$ cat src/core/udu_pkg.sv
// Shared constants and types of the unsigned divide unit.
// Assumes one core clock domain and a plain register port.
package udu_pkg;

   // ==================================================================
   // Instruction encoding
   localparam logic [15:0] PREFIX_WORD = 16'h7A03;
   localparam logic [5:0] OP_WORD_DIV = 6'h1B;
   localparam logic [5:0] OP_LONG_DIV = 6'h1A;
   localparam logic [1:0] MODE_IM_IR = 2'h0;
   localparam logic [1:0] MODE_EAM = 2'h1;
   localparam logic [1:0] MODE_REG = 2'h2;

   // ==================================================================
   // Iteration counts, one quotient bit per cycle
   localparam logic [5:0] WORD_ITERS = 6'h10;
   localparam logic [5:0] LONG_ITERS = 6'h20;

   // ==================================================================
   // Register offsets and fields
   localparam logic [3:0] REG_CTRL = 4'h0;
   localparam logic [3:0] REG_STATUS = 4'h4;
   localparam logic [3:0] REG_MASK = 4'h8;
   localparam logic [3:0] REG_RESULT = 4'hC;
   localparam int CTRL_EN_BIT = 0;
   localparam int CTRL_TRAP_BIT = 1;
   localparam logic [1:0] CTRL_RESET = 2'h1;
   localparam int ST_DONE_BIT = 0;
   localparam int ST_ZDIV_BIT = 1;
   localparam int ST_OVF_BIT = 2;
   localparam int ST_ILL_BIT = 3;
   localparam logic [3:0] STATUS_RESET = 4'h0;
   localparam logic [3:0] MASK_RESET = 4'h0;

   // ==================================================================
   // Types
   typedef struct packed
   {
      logic [1:0] mode;
      logic [5:0] op;
      logic [3:0] src;
      logic [3:0] dst;
   } udu_opcode_t;

   typedef struct packed
   {
      logic v;
      logic c;
      logic z;
      logic s;
   } udu_flags_t;

endpackage

$ cat src/core/udu_divide_unit.sv
// Unsigned word and long divide execution unit with its decoder.
// Assumes a register file answering in the same cycle as its read strobe,
// an address unit answering memory operand requests, and FCW flags
// held outside.
`timescale 1ns/1ps

// What this block does
// - Zero divisor: destination kept, V and Z set, C and S cleared.
// - Quotient too large: destination kept, Z and S cleared.
// - Quotient fits: quotient and remainder written to destination.
// - Successful divide clears V and C.
// - Successful divide sets S and Z from the quotient.
// - Long memory form: prefix, opcode mode 01 op 011010, 1-3 ext words.
// - Indirect pointer is a word register in compact mode.
// - Quotient in low half, remainder in high half, source kept.
// - Unsigned: 32/16 word form, 64/32 long form.
module udu_divide_unit
   import udu_pkg::*;
(
   // Clock, reset, enable
   input wire logic CORE_CLK,
   input wire logic NRST,
   input wire logic CLK_EN,
   // Instruction word stream
   input wire logic INSN_VALID,
   input wire logic [15:0] INSN_WORD,
   input wire logic [1:0] EXT_WORDS,
   input wire logic COMPACT_MODE,
   output logic INSN_READY,
   // Register file
   output logic RF_RD,
   output logic [3:0] RF_DST_SEL,
   output logic [3:0] RF_SRC_SEL,
   output logic RF_LONG,
   input wire logic [63:0] RF_DST_DATA,
   input wire logic [31:0] RF_SRC_DATA,
   output logic WB_VALID,
   output logic [3:0] WB_SEL,
   output logic WB_LONG,
   output logic [63:0] WB_DATA,
   // Memory operand
   output logic MEM_REQ,
   output logic MEM_INDIRECT,
   output logic [3:0] MEM_FIELD,
   output logic MEM_PTR_WORD,
   output logic [1:0] MEM_EXT_COUNT,
   output logic [47:0] MEM_EXT,
   input wire logic MEM_VALID,
   input wire logic [31:0] MEM_DATA,
   // Flags and trap
   output logic FLAG_WE,
   output udu_flags_t FLAGS,
   output logic OVF_TRAP,
   // Register port and interrupt
   input wire logic [3:0] REG_ADDR,
   input wire logic [31:0] REG_WDATA,
   input wire logic REG_WR,
   input wire logic REG_RD,
   output logic [31:0] REG_RDATA,
   output logic IRQ
);

   typedef enum {S_IDLE, S_OPC, S_IMM_HI, S_IMM_LO, S_EXT, S_MEM,
                 S_RDREG, S_CAPT, S_CHECK, S_DIVIDE} udu_state_t;

   udu_state_t state;
   udu_opcode_t opc;
   logic [31:0] src_val;
   logic [63:0] dividend;
   logic [1:0] ext_left;
   logic [1:0] ctrl;
   logic [3:0] status;
   logic [3:0] mask;
   logic [31:0] last_result;
   logic core_start;

   // ==================================================================
   // Decode
   function automatic logic op_is_divide(input logic [5:0] op);
      op_is_divide = (op == OP_WORD_DIV) || (op == OP_LONG_DIV);
   endfunction

   function automatic logic op_is_long(input logic [5:0] op);
      op_is_long = (op == OP_LONG_DIV);
   endfunction

   wire udu_opcode_t in_opc = INSN_WORD;
   wire in_long = op_is_long(in_opc.op);
   wire is_long = op_is_long(opc.op);
   wire opc_legal = op_is_divide(in_opc.op) && (in_opc.mode != 2'h3);
   wire take = CLK_EN && INSN_VALID && INSN_READY;
   wire prefix_ok = INSN_WORD == PREFIX_WORD;
   wire is_imm = (in_opc.mode == MODE_IM_IR) && (in_opc.src == 4'h0);

   // ==================================================================
   // Outcome checks
   wire [31:0] divisor = is_long ? src_val : {16'h0, src_val[15:0]};
   wire div_zero = divisor == 32'h0;
   // quotient too large when high half reaches divisor
   wire quot_ovf = is_long ? (dividend[63:32] >= divisor)
                           : ({16'h0, dividend[31:16]} >= divisor);

   wire core_done;
   wire [31:0] core_quot;
   wire [31:0] core_rem;

   udu_div_core u_core
   (
      .clk(CORE_CLK),
      .nrst(NRST),
      .ce(CLK_EN),
      .start(core_start),
      .is_long(is_long),
      .dividend(dividend),
      .divisor(divisor),
      .busy(),
      .done(core_done),
      .quot(core_quot),
      .rem(core_rem)
   );

   wire [63:0] result = is_long ? {core_rem, core_quot}
                                : {32'h0, core_rem[15:0], core_quot[15:0]};
   wire q_zero = is_long ? (core_quot == 32'h0)
                         : (core_quot[15:0] == 16'h0);
   wire q_sign = is_long ? core_quot[31] : core_quot[15];

   wire check_now = CLK_EN && (state == S_CHECK);
   wire fail_zero = check_now && div_zero;
   wire fail_ovf = check_now && !div_zero && quot_ovf;
   wire finish = CLK_EN && (state == S_DIVIDE) && core_done;
   wire bad_opc = take && (state == S_OPC) && !opc_legal;

   // ==================================================================
   // Register port decode
   wire wr_status = CLK_EN && REG_WR && (REG_ADDR == REG_STATUS);
   wire [3:0] events = {bad_opc, fail_ovf, fail_zero,
                        finish | fail_zero | fail_ovf};
   wire [3:0] clr = wr_status ? REG_WDATA[3:0] : 4'h0;
   // Events win over a simultaneous write-one clear.
   wire [3:0] next_status = (status & ~clr) | events;
   wire [31:0] rd_mux =
      (REG_ADDR == REG_CTRL) ? {30'h0, ctrl} :
      (REG_ADDR == REG_STATUS) ? {28'h0, status} :
      (REG_ADDR == REG_MASK) ? {28'h0, mask} :
      (REG_ADDR == REG_RESULT) ? last_result : 32'h0;

   always_ff @(posedge CORE_CLK or negedge NRST)
   begin
      if (!NRST)
      begin
         ctrl <= CTRL_RESET;
         status <= STATUS_RESET;
         mask <= MASK_RESET;
         REG_RDATA <= 32'h0;
         IRQ <= 1'b0;
      end
      else if (CLK_EN)
      begin
         status <= next_status;
         IRQ <= |(next_status & mask);
         REG_RDATA <= REG_RD ? rd_mux : 32'h0;
         if (REG_WR && (REG_ADDR == REG_CTRL))
            ctrl <= REG_WDATA[1:0];
         if (REG_WR && (REG_ADDR == REG_MASK))
            mask <= REG_WDATA[3:0];
      end
   end

   // ==================================================================
   // Instruction sequencer
   always_ff @(posedge CORE_CLK or negedge NRST)
   begin
      if (!NRST)
      begin
         state <= S_IDLE;
         opc <= '0;
         src_val <= 32'h0;
         dividend <= 64'h0;
         ext_left <= 2'h0;
         core_start <= 1'b0;
         INSN_READY <= 1'b0;
         RF_RD <= 1'b0;
         RF_DST_SEL <= 4'h0;
         RF_SRC_SEL <= 4'h0;
         RF_LONG <= 1'b0;
         MEM_REQ <= 1'b0;
         MEM_INDIRECT <= 1'b0;
         MEM_FIELD <= 4'h0;
         MEM_PTR_WORD <= 1'b0;
         MEM_EXT_COUNT <= 2'h0;
         MEM_EXT <= 48'h0;
      end
      else if (CLK_EN)
      begin
         core_start <= 1'b0;
         RF_RD <= 1'b0;
         MEM_REQ <= 1'b0;
         case (state)
            S_IDLE:
            begin
               INSN_READY <= ctrl[CTRL_EN_BIT];
               if (take && prefix_ok)
                  state <= S_OPC;
            end
            S_OPC:
            begin
               if (take)
               begin
                  opc <= in_opc;
                  MEM_FIELD <= in_opc.src;
                  MEM_EXT_COUNT <= EXT_WORDS;
                  ext_left <= EXT_WORDS;
                  MEM_INDIRECT <= 1'b0;
                  MEM_PTR_WORD <= COMPACT_MODE;
                  if (!opc_legal)
                     state <= S_IDLE;
                  else if (in_opc.mode == MODE_REG)
                  begin
                     INSN_READY <= 1'b0;
                     state <= S_RDREG;
                  end
                  else if (is_imm)
                     state <= in_long ? S_IMM_HI : S_IMM_LO;
                  else if (in_opc.mode == MODE_IM_IR)
                  begin
                     INSN_READY <= 1'b0;
                     MEM_INDIRECT <= 1'b1;
                     MEM_REQ <= 1'b1;
                     state <= S_MEM;
                  end
                  else
                  begin
                     if (EXT_WORDS == 2'h0)
                     begin
                        ext_left <= 2'h1;
                        MEM_EXT_COUNT <= 2'h1;
                     end
                     state <= S_EXT;
                  end
               end
            end
            S_IMM_HI:
            begin
               if (take)
               begin
                  src_val[31:16] <= INSN_WORD;
                  state <= S_IMM_LO;
               end
            end
            S_IMM_LO:
            begin
               if (take)
               begin
                  src_val[15:0] <= INSN_WORD;
                  INSN_READY <= 1'b0;
                  state <= S_RDREG;
               end
            end
            S_EXT:
            begin
               if (take)
               begin
                  MEM_EXT <= {MEM_EXT[31:0], INSN_WORD};
                  ext_left <= ext_left - 2'h1;
                  if (ext_left == 2'h1)
                  begin
                     INSN_READY <= 1'b0;
                     MEM_REQ <= 1'b1;
                     state <= S_MEM;
                  end
               end
            end
            S_MEM:
            begin
               if (MEM_VALID)
               begin
                  src_val <= MEM_DATA;
                  state <= S_RDREG;
               end
            end
            S_RDREG:
            begin
               RF_RD <= 1'b1;
               RF_DST_SEL <= opc.dst;
               RF_SRC_SEL <= opc.src;
               RF_LONG <= is_long;
               state <= S_CAPT;
            end
            S_CAPT:
            begin
               dividend <= is_long ? RF_DST_DATA : {32'h0, RF_DST_DATA[31:0]};
               if (opc.mode == MODE_REG)
                  src_val <= is_long ? RF_SRC_DATA
                                     : {16'h0, RF_SRC_DATA[15:0]};
               state <= S_CHECK;
            end
            S_CHECK:
            begin
               if (div_zero || quot_ovf)
                  state <= S_IDLE;
               else
               begin
                  core_start <= 1'b1;
                  state <= S_DIVIDE;
               end
            end
            S_DIVIDE:
            begin
               if (core_done)
                  state <= S_IDLE;
            end
            default:
               state <= S_IDLE;
         endcase
      end
   end

   // ==================================================================
   // Write-back and flags
   always_ff @(posedge CORE_CLK or negedge NRST)
   begin
      if (!NRST)
      begin
         WB_VALID <= 1'b0;
         WB_SEL <= 4'h0;
         WB_LONG <= 1'b0;
         WB_DATA <= 64'h0;
         FLAG_WE <= 1'b0;
         FLAGS <= '0;
         OVF_TRAP <= 1'b0;
         last_result <= 32'h0;
      end
      else if (CLK_EN)
      begin
         WB_VALID <= 1'b0;
         FLAG_WE <= 1'b0;
         OVF_TRAP <= 1'b0;
         if (fail_zero)
         begin
            // no write, V Z set, C S clear
            FLAG_WE <= 1'b1;
            FLAGS <= '{v: 1'b1, c: 1'b0, z: 1'b1, s: 1'b0};
            OVF_TRAP <= ctrl[CTRL_TRAP_BIT];
         end
         else if (fail_ovf)
         begin
            // no write, V set, C Z S clear
            FLAG_WE <= 1'b1;
            FLAGS <= '{v: 1'b1, c: 1'b0, z: 1'b0, s: 1'b0};
            OVF_TRAP <= ctrl[CTRL_TRAP_BIT];
         end
         else if (finish)
         begin
            WB_VALID <= 1'b1;
            WB_SEL <= opc.dst;
            WB_LONG <= is_long;
            WB_DATA <= result;
            last_result <= core_quot;
            FLAG_WE <= 1'b1;
            // V C clear, S Z from quotient
            FLAGS <= '{v: 1'b0, c: 1'b0, z: q_zero, s: q_sign};
         end
      end
   end

endmodule

$ cat src/core/udu_div_core.sv
// Iterative restoring divider, one quotient bit per enabled clock.
// Assumes the caller has already rejected zero divisors and overflow.
`timescale 1ns/1ps

module udu_div_core
   import udu_pkg::*;
(
   // Clock and reset
   input wire logic clk,
   input wire logic nrst,
   input wire logic ce,
   // Request
   input wire logic start,
   input wire logic is_long,
   input wire logic [63:0] dividend,
   input wire logic [31:0] divisor,
   // Result
   output logic busy,
   output logic done,
   output logic [31:0] quot,
   output logic [31:0] rem
);

   logic [32:0] r;
   logic [31:0] q;
   logic [31:0] d;
   logic [5:0] left;

   // ==================================================================
   // Shift-subtract step
   wire [32:0] shifted = {r[31:0], q[31]};
   wire fits = shifted >= {1'b0, d};
   wire [32:0] next_r = fits ? shifted - {1'b0, d} : shifted;
   wire [31:0] next_q = {q[30:0], fits};

   assign quot = q;
   assign rem = r[31:0];

   // ==================================================================
   // Sequencer
   always_ff @(posedge clk or negedge nrst)
   begin
      if (!nrst)
      begin
         r <= 33'h0;
         q <= 32'h0;
         d <= 32'h0;
         left <= 6'h0;
         busy <= 1'b0;
         done <= 1'b0;
      end
      else if (ce)
      begin
         done <= 1'b0;
         if (start)
         begin
            r <= is_long ? {1'b0, dividend[63:32]}
                         : {17'h0, dividend[31:16]};
            q <= is_long ? dividend[31:0] : {dividend[15:0], 16'h0};
            d <= is_long ? divisor : {16'h0, divisor[15:0]};
            left <= is_long ? LONG_ITERS : WORD_ITERS;
            busy <= 1'b1;
         end
         else if (busy)
         begin
            r <= next_r;
            q <= next_q;
            left <= left - 6'h1;
            if (left == 6'h1)
            begin
               busy <= 1'b0;
               done <= 1'b1;
            end
         end
      end
   end

endmodule

$ cat config.mk
export PLATFORM = sky130hd
export DESIGN_NAME = udu_divide_unit
export DESIGN_NICKNAME = d
export VERILOG_FILES = /design/src/core/udu_pkg.sv /design/src/core/udu_divide_unit.sv /design/src/core/udu_div_core.sv
export SDC_FILE = /design/constraint.sdc
export NUM_CORES = 1
export LEC_CHECK = 0
export BUFFER_PORTS_ARGS = -buffer_cell sky130_fd_sc_hd__buf_2
export CORE_UTILIZATION = 40
export CTS_CLUSTER_DIAMETER = 50
export DETAILED_ROUTE_END_ITERATION = 12
export PLACE_DENSITY = 0.63
export REMOVE_ABC_BUFFERS = 1
export SYNTH_ARGS = -nofsm -noshare
export SYNTH_HDL_FRONTEND = slang
export SYNTH_SLANG_ARGS = --single-unit
$ cat constraint.sdc
create_clock -name CORE_CLK -period 4.55 [get_ports CORE_CLK]
set_input_delay 0.91 -clock CORE_CLK [delete_from_list [all_inputs] [get_ports CORE_CLK]]
set_output_delay 0.91 -clock CORE_CLK [all_outputs]
set_load 0.02 [all_outputs]
Word level (Yosys, flattened, before mapping)
Index checks and enable logic that the tools add are counted.
{"block": "word_totals", "output_inout_bits": 177, "inputBits": 190, "wordCells": 231, "register_bits": 466}
{"block": "classes", "mux": 88, "eq_ne": 36, "bitwise_logic": 8, "magnitude_cmp": 3, "add_sub_neg": 3, "n_reduce_logical": 51}
{"cell": "$mux 32", "n": 25}
{"cell": "$pmux 32 s10", "n": 1}
{"cell": "$eq 32x3->1 const B", "n": 4}
{"cell": "$mux 64", "n": 2}
{"cell": "$eq 32x2->1 const B", "n": 3}
{"cell": "$logic_not 32->1", "n": 3}
{"cell": "$pmux 16 s3", "n": 2}
{"cell": "$eq 32x4->1 const B", "n": 2}
{"cell": "$eq 32x5->1 const B", "n": 2}
{"cell": "$mux 1", "n": 36}
{"cell": "$ge 33x32->1", "n": 1}
{"cell": "$eq 32x1->1 const B", "n": 1}
{"cell": "$ge 16x32->1", "n": 1}
{"cell": "$ge 32x32->1", "n": 1}
{"cell": "$sub 32x32->32", "n": 1}
{"cell": "$mux 4", "n": 5}
{"cell": "$ne 2x2->1 const B", "n": 10}
{"cell": "$eq 6x5->1 const B", "n": 3}
{"cell": "$mux 6", "n": 3}
{"cell": "$reduce_and 9->1", "n": 2}
{"cell": "$logic_and 1x1->1", "n": 17}
{"cell": "$eq 16x15->1 const B", "n": 1}
{"cell": "$logic_not 16->1", "n": 1}
{"cell": "$mux 16", "n": 1}
{"cell": "31 further kinds", "n": 61}

Logic depth before layout (Yosys ltp)
{"block": "logic_depth", "depth_word": 10, "depth_mapped": 16, "mapped_depth_nobuf": 14}

Hierarchy
From an unflattened synthesis, not the netlist that was laid out.
{"block": "unflattened", "cells_unflattened": 2117, "area_unflattened_um2": 21301.7}
{"mod": "udu_divide_unit", "cells_each": 1296, "area_each_um2": 14274.9, "seq_area_each_um2": 7933.9, "n_inst": 1}
{"mod": "udu_div_core", "cells_each": 821, "area_each_um2": 7026.7, "seq_area_each_um2": 2602.5, "n_inst": 1}

Worst setup path after synthesis
No wires, ideal clock.
{"block": "synth_timing", "kind": "register to register", "startpoint": "register opc[10] (netlist bit)", "endpoint": "register FLAGS[1] (netlist bit)", "path_stages_with_launch": 16, "arrival_ps": 3058, "n_path_buf": 2, "t_required_ps": 4424, "path_slack_ps": 1366, "setup_time_ps": 126, "period_less_slack_ps": 3184, "path_cell_list": "dfrtp_1 > nor4bb_1 > and3b_1 > clkbuf_1 > buf_1 > nand2_1 > ha_1 > nand4_1 > or2_2 > nor2_1 > o21ai_0 > nand3_1 > nor2_1 > o211ai_1 > nand2_1 > a311o_1"}
{"block": "synth_via", "elab_chain_cells": 8, "word_cells_on_any_way": 16, "cone_classes": "order compare (2); eq/ne (1); mux (6); reduce/logical (7)"}
{"element": "start: declaration", "line_no": "udu_divide_unit.sv:67", "text": "udu_opcode_t opc;"}
{"element": "start signal: assignment", "line_no": "udu_divide_unit.sv:210", "text": "opc <= in_opc;"}
{"element": "$eq 6x5->1 *", "line_no": "udu_divide_unit.sv:84", "text": "op_is_long = (op == OP_LONG_DIV);"}
{"element": "branches (longest 7 deep; another with $ge 16x32->1)"}
{"element": "end signal: assignment", "line_no": "udu_divide_unit.sv:343", "text": "FLAGS <= '{v: 1'b1, c: 1'b0, z: 1'b1, s: 1'b0};"}
{"element": "end signal: assignment", "line_no": "udu_divide_unit.sv:350", "text": "FLAGS <= '{v: 1'b1, c: 1'b0, z: 1'b0, s: 1'b0};"}
{"element": "end signal: assignment", "line_no": "udu_divide_unit.sv:362", "text": "FLAGS <= '{v: 1'b0, c: 1'b0, z: q_zero, s: q_sign};"}
{"element": "end: declaration", "line_no": "udu_divide_unit.sv:52", "text": "output udu_flags_t FLAGS,"}
Every way passes the cells marked *. The select of a mux whose other input is x is not followed.
A chain may end at the register's enable or synchronous reset.

Worst setup path in the final report
{"block": "layout_timing", "startpoint": "register u_core.q[31] (netlist: u_core.quot[31])", "endpoint": "register u_core.r[28]"}
{"block": "layout_via", "elab_chain_cells": 4, "word_cells_on_any_way": 5, "cone_classes": "add/sub (1); order compare (1); mux (3)"}
{"element": "start: declaration", "line_no": "udu_div_core.sv:25", "text": "logic [31:0] q;"}
{"element": "start signal: assignment", "line_no": "udu_div_core.sv:59", "text": "q <= is_long ? dividend[31:0] : {dividend[15:0], 16'h0};"}
{"element": "start signal: assignment", "line_no": "udu_div_core.sv:67", "text": "q <= next_q;"}
{"element": "$sub 32x32->32 or $ge 33x32->1 (tied branches)", "line_no": "udu_div_core.sv:33, udu_div_core.sv:32"}
{"element": "$mux 32 *", "line_no": "udu_div_core.sv:33", "text": "wire [32:0] next_r = fits ? shifted - {1'b0, d} : shifted;"}
{"element": "$mux 32 *", "line_no": "udu_div_core.sv:64", "text": "else if (busy)"}
{"element": "$mux 32 *", "line_no": "udu_div_core.sv:55", "text": "if (start)"}
{"element": "end signal: assignment", "line_no": "udu_div_core.sv:57", "text": "r <= is_long ? {1'b0, dividend[63:32]}"}
{"element": "end signal: assignment", "line_no": "udu_div_core.sv:66", "text": "r <= next_r;"}
{"element": "end: declaration", "line_no": "udu_div_core.sv:24", "text": "logic [32:0] r;"}
Mark *: on every way between the ends. The rest lies on a longest branch, timed or not. The select of a mux whose other input is x is not followed.

==> metrics.txt <==
Synth area leader=dfrtp_1; Routed Antenna Nets=0; DR WL/cell=22.3 um; Yosys warning total=0; I/O pin count=between 300 and 400; Syn Area/Cell=10.2 um^2; drt first pass iters=6; HPWL after detailed placement=49500 um; Bufs on Longest Clock Path=3; Worst-Skew Late Latency=0.60 ns; worst path required time=5.04 ns; Critical-path top delay cell=dfrtp_1; number of synthesized flops with an enable pin=0; H-tree Lvls=2; sequential share of power=between 30% and 40%; top post-synthesis cells by area=dfrtp_1, mux2_2, nand2_1, ha_1, a21oi_1; Tightest Hold Check Type=input port to async pin; Pint=around 8.5 mW; fin crit share=between 80% and 90%; CTS resizes=0; Clock Skews=approximately 0.025 ns; Leak=12.2 nW; Max rail drop VDD=slightly above 300 uV; clock share of power=between 30% and 40%; post-synthesis register bit count=421; largest net degree at the start of global routing=~120; WP buf/inv=1; Clk pin slew, worst setup/hold paths=0.06 ns; Worst Setup Path Type=flop to flop; Worst setup SP type=flop; Vias=about 17000; Logic pwr share=about a third; Slew @ Worst Pin=~1.2 ns; Die Area=roughly 0.054 mm^2; MaxCap Viol Count=0; Rel. slew slack=19.8%; CTS buffer count=between 50 and 60; Sw Share=between 30% and 40%; GRT busiest layer=met2; met3 usage=3.47%; Main synth FF type=dfrtp_1; layout cells sized above 1=a little over a quarter; setup TNS=0 ns; # nets final=roughly 2600; Post-synth top cells=dfrtp_1, nand2_1, a21oi_1; Cell Area, Synth=between 0.02 and 0.025 mm^2; CTS sink cnt=421; Mapped Cells=just over 2000; Crit. End Element=flop; critical path's largest stage delay=between 0.4 and 0.5 ns; cell family with most CP delay=compound AO/OA/AOI/OAI gates; most common cell in the netlist=dfrtp_1; post-CTS setup buffers=0; Final setup viols=0; most frequent CP cell=a211oi_1; DRC viols=0; CTS tree=done; total wire length=between 60000 and 70000 um; critical path depth=13; die width=around 230 um; DIE HEIGHT=~230 um; antenna cells=0; first-pass GRT wire length=roughly 100000 um; Initial DRC Count=approximately 1500; PwrDens=roughly 540 mW/mm^2; Syn-to-layout area delta=18.6%; top cell type's share of synthesized area=between 40% and 50%; Crit path arrival time=4.23 ns; Async S/R FF share, synth=100%; Buffers on Ports=approximately 340; Initial Util=between 40% and 50%; vias in the first global route=roughly 17000; fin area=about 0.025 mm^2; initial antenna violation count=0; sequential area share after synthesis=roughly 50%; area post-placement=about 0.023 mm^2; met1 global-route usage=between 30% and 40%; hold-fix buffers at CTS=0; GP Congestion=0.900; r2r setup slk=around 0.81 ns; GRT Residual Overflow=0; M2 GR Usage=40.2%; drt via density=approximately 5.7; fmax=roughly 270 MHz; Final Critical Period=3.74 ns; Cell variety after synth=80; core area=just over 0.05 mm^2; worst-path cell chain=inv_1 -> ha_1 -> fa_1 -> and2b_1 -> o2111ai_1 -> a211oi_1 -> and3b_1 -> a211oi_2 -> o2111ai_2 -> a21oi_1 -> nor3_1 -> o211a_1 -> a211oi_1; CTS Root Cell=clkbuf_16; crit-path max FO=5; Total GRT Usage=roughly 25%; final hold violations=0; Psw=4.90 mW; Site Rows=a little over 80; Layout fillers=just under 5000; outcome=completed; Slew Viols, Final=0; RSZ-0062 raised after global routing=false; worst reg2reg path depth=13
## cells in the final DEF (no fill, tap or decap), types with 8 or more instances in the layout
cell,synthesis,routed
nand2b_1,8,8
clkbuf_8,0,10
inv_1,78,78
buf_2,7,336
a211oi_1,11,10
nor3_1,23,22
nor2_1,123,118
mux2i_1,28,28
ha_1,83,83
nor2b_1,10,10
o22ai_1,22,22
clkbuf_1,97,8
o21ai_0,144,144
o211ai_1,9,9
a221oi_1,19,19
nand2_1,278,275
a22o_1,65,65
a21oi_1,157,157
a21o_1,30,30
a31oi_1,26,26
nand4_1,20,20
buf_4,22,29
nor4_1,23,22
nand3_1,22,21
o22a_1,19,19
xnor2_1,20,20
clkbuf_16,0,52
mux2_2,147,147
dfrtp_1,420,419
a222oi_1,32,32
## per-stage QoR
stage,std cells,hold slack [ns],setup WS [ns],util (%),total power [mW]
after floorplan,1919,0.450,-1.31,-,7.80
after detailed placement,2968,0.466,0.848,45.0,9.29
after global placement,2968,0.460,0.876,45.0,9.22
after CTS,3059,0.310,0.821,48.4,13.5
final,3059,0.294,0.805,48.4,13.4
after global routing,3059,0.342,0.547,48.4,14.2
## worst register-to-register path, delay by kind of cell, from the launching register on
kind,cells,cell delay [ns]
AOI/OAI and AO/OA,7,1.81
and+or+nand+nor,3,0.66
adders and majority gates,2,0.61
DFF,1,0.42
buffers and inverters,1,0.13
## flip-flops by register name, summed over array words and instances (netlist names), 3 cells and up
name,flops
src_val,32
state,4
REG_RDATA,32
MEM_EXT,48
u_core.d,32
RF_DST_SEL,4
u_core.quot,32
WB_DATA,64
dividend,64
u_core.left,6
u_core.r,32
FLAGS,3
opc,16
WB_SEL,4
mask,4
last_result,16
RF_SRC_SEL,4
status,4
## final cells by class
type | instances | area [um^2] | share of cell area, %
Multi-Input combinational cell | 1420 | 9630 | 38.5
Timing Repair Buffer | 369 | 1970 | 7.90
Inverter | 78 | 293 | 1.17
Tap cell | 680 | 851 | 3.40
Clock buffer | 70 | 1470 | 5.87
Sequential cell | 421 | 10500 | 42.1
Clock inverter | 21 | 251 | 1.01
## worst paths after layout
path                                       from            to
worst max-delay path            u_core.quot[31]  u_core.r[28]
worst min-delay path                       NRST  REG_RDATA[3]
worst max register to register  u_core.quot[31]  u_core.r[28]
worst min register to register      WB_DATA[25]   WB_DATA[25]
max in group asynchronous                  NRST   WB_DATA[45]
min in group CORE_CLK               WB_DATA[25]   WB_DATA[25]
## power groups by stage
stage,Clock (mW),Combinational [mW],Sequential (mW)
final,4.11,4.27,5.02
after global routing,4.36,4.71,5.09
after CTS,4.21,4.25,5.01
after detailed placement,0,4.22,5.08
after global placement,0,4.17,5.05
after floorplan,0,2.93,4.87
## cell families (layout without fill, tap and decap cells)
logic type / count (synthesis) / in the layout / synth area share [%]
muxes: 177 / 177 / 9.39
buffers and inverters: 228 / 538 / 4.69
DFF: 421 / 421 / 50.0
adders and majority gates: 84 / 84 / 5.02
AOI/OAI and AO/OA: 587 / 587 / 18.4
and+or+nand+nor: 546 / 546 / 11.5
other: 1 / 1 / 0.0178
xor gates and xnor gates: 25 / 25 / 1.04
## per-layer routing
layer	vias to the layer above	part of all wire, %	wire (um)
met1	8565	44	30400
li1	8053	-	-
met3	99	6.5	4400
met2	641	46	31600
met4	0	2.7	1860
met5	-	0	0
(Power assumes the default switching activity.)
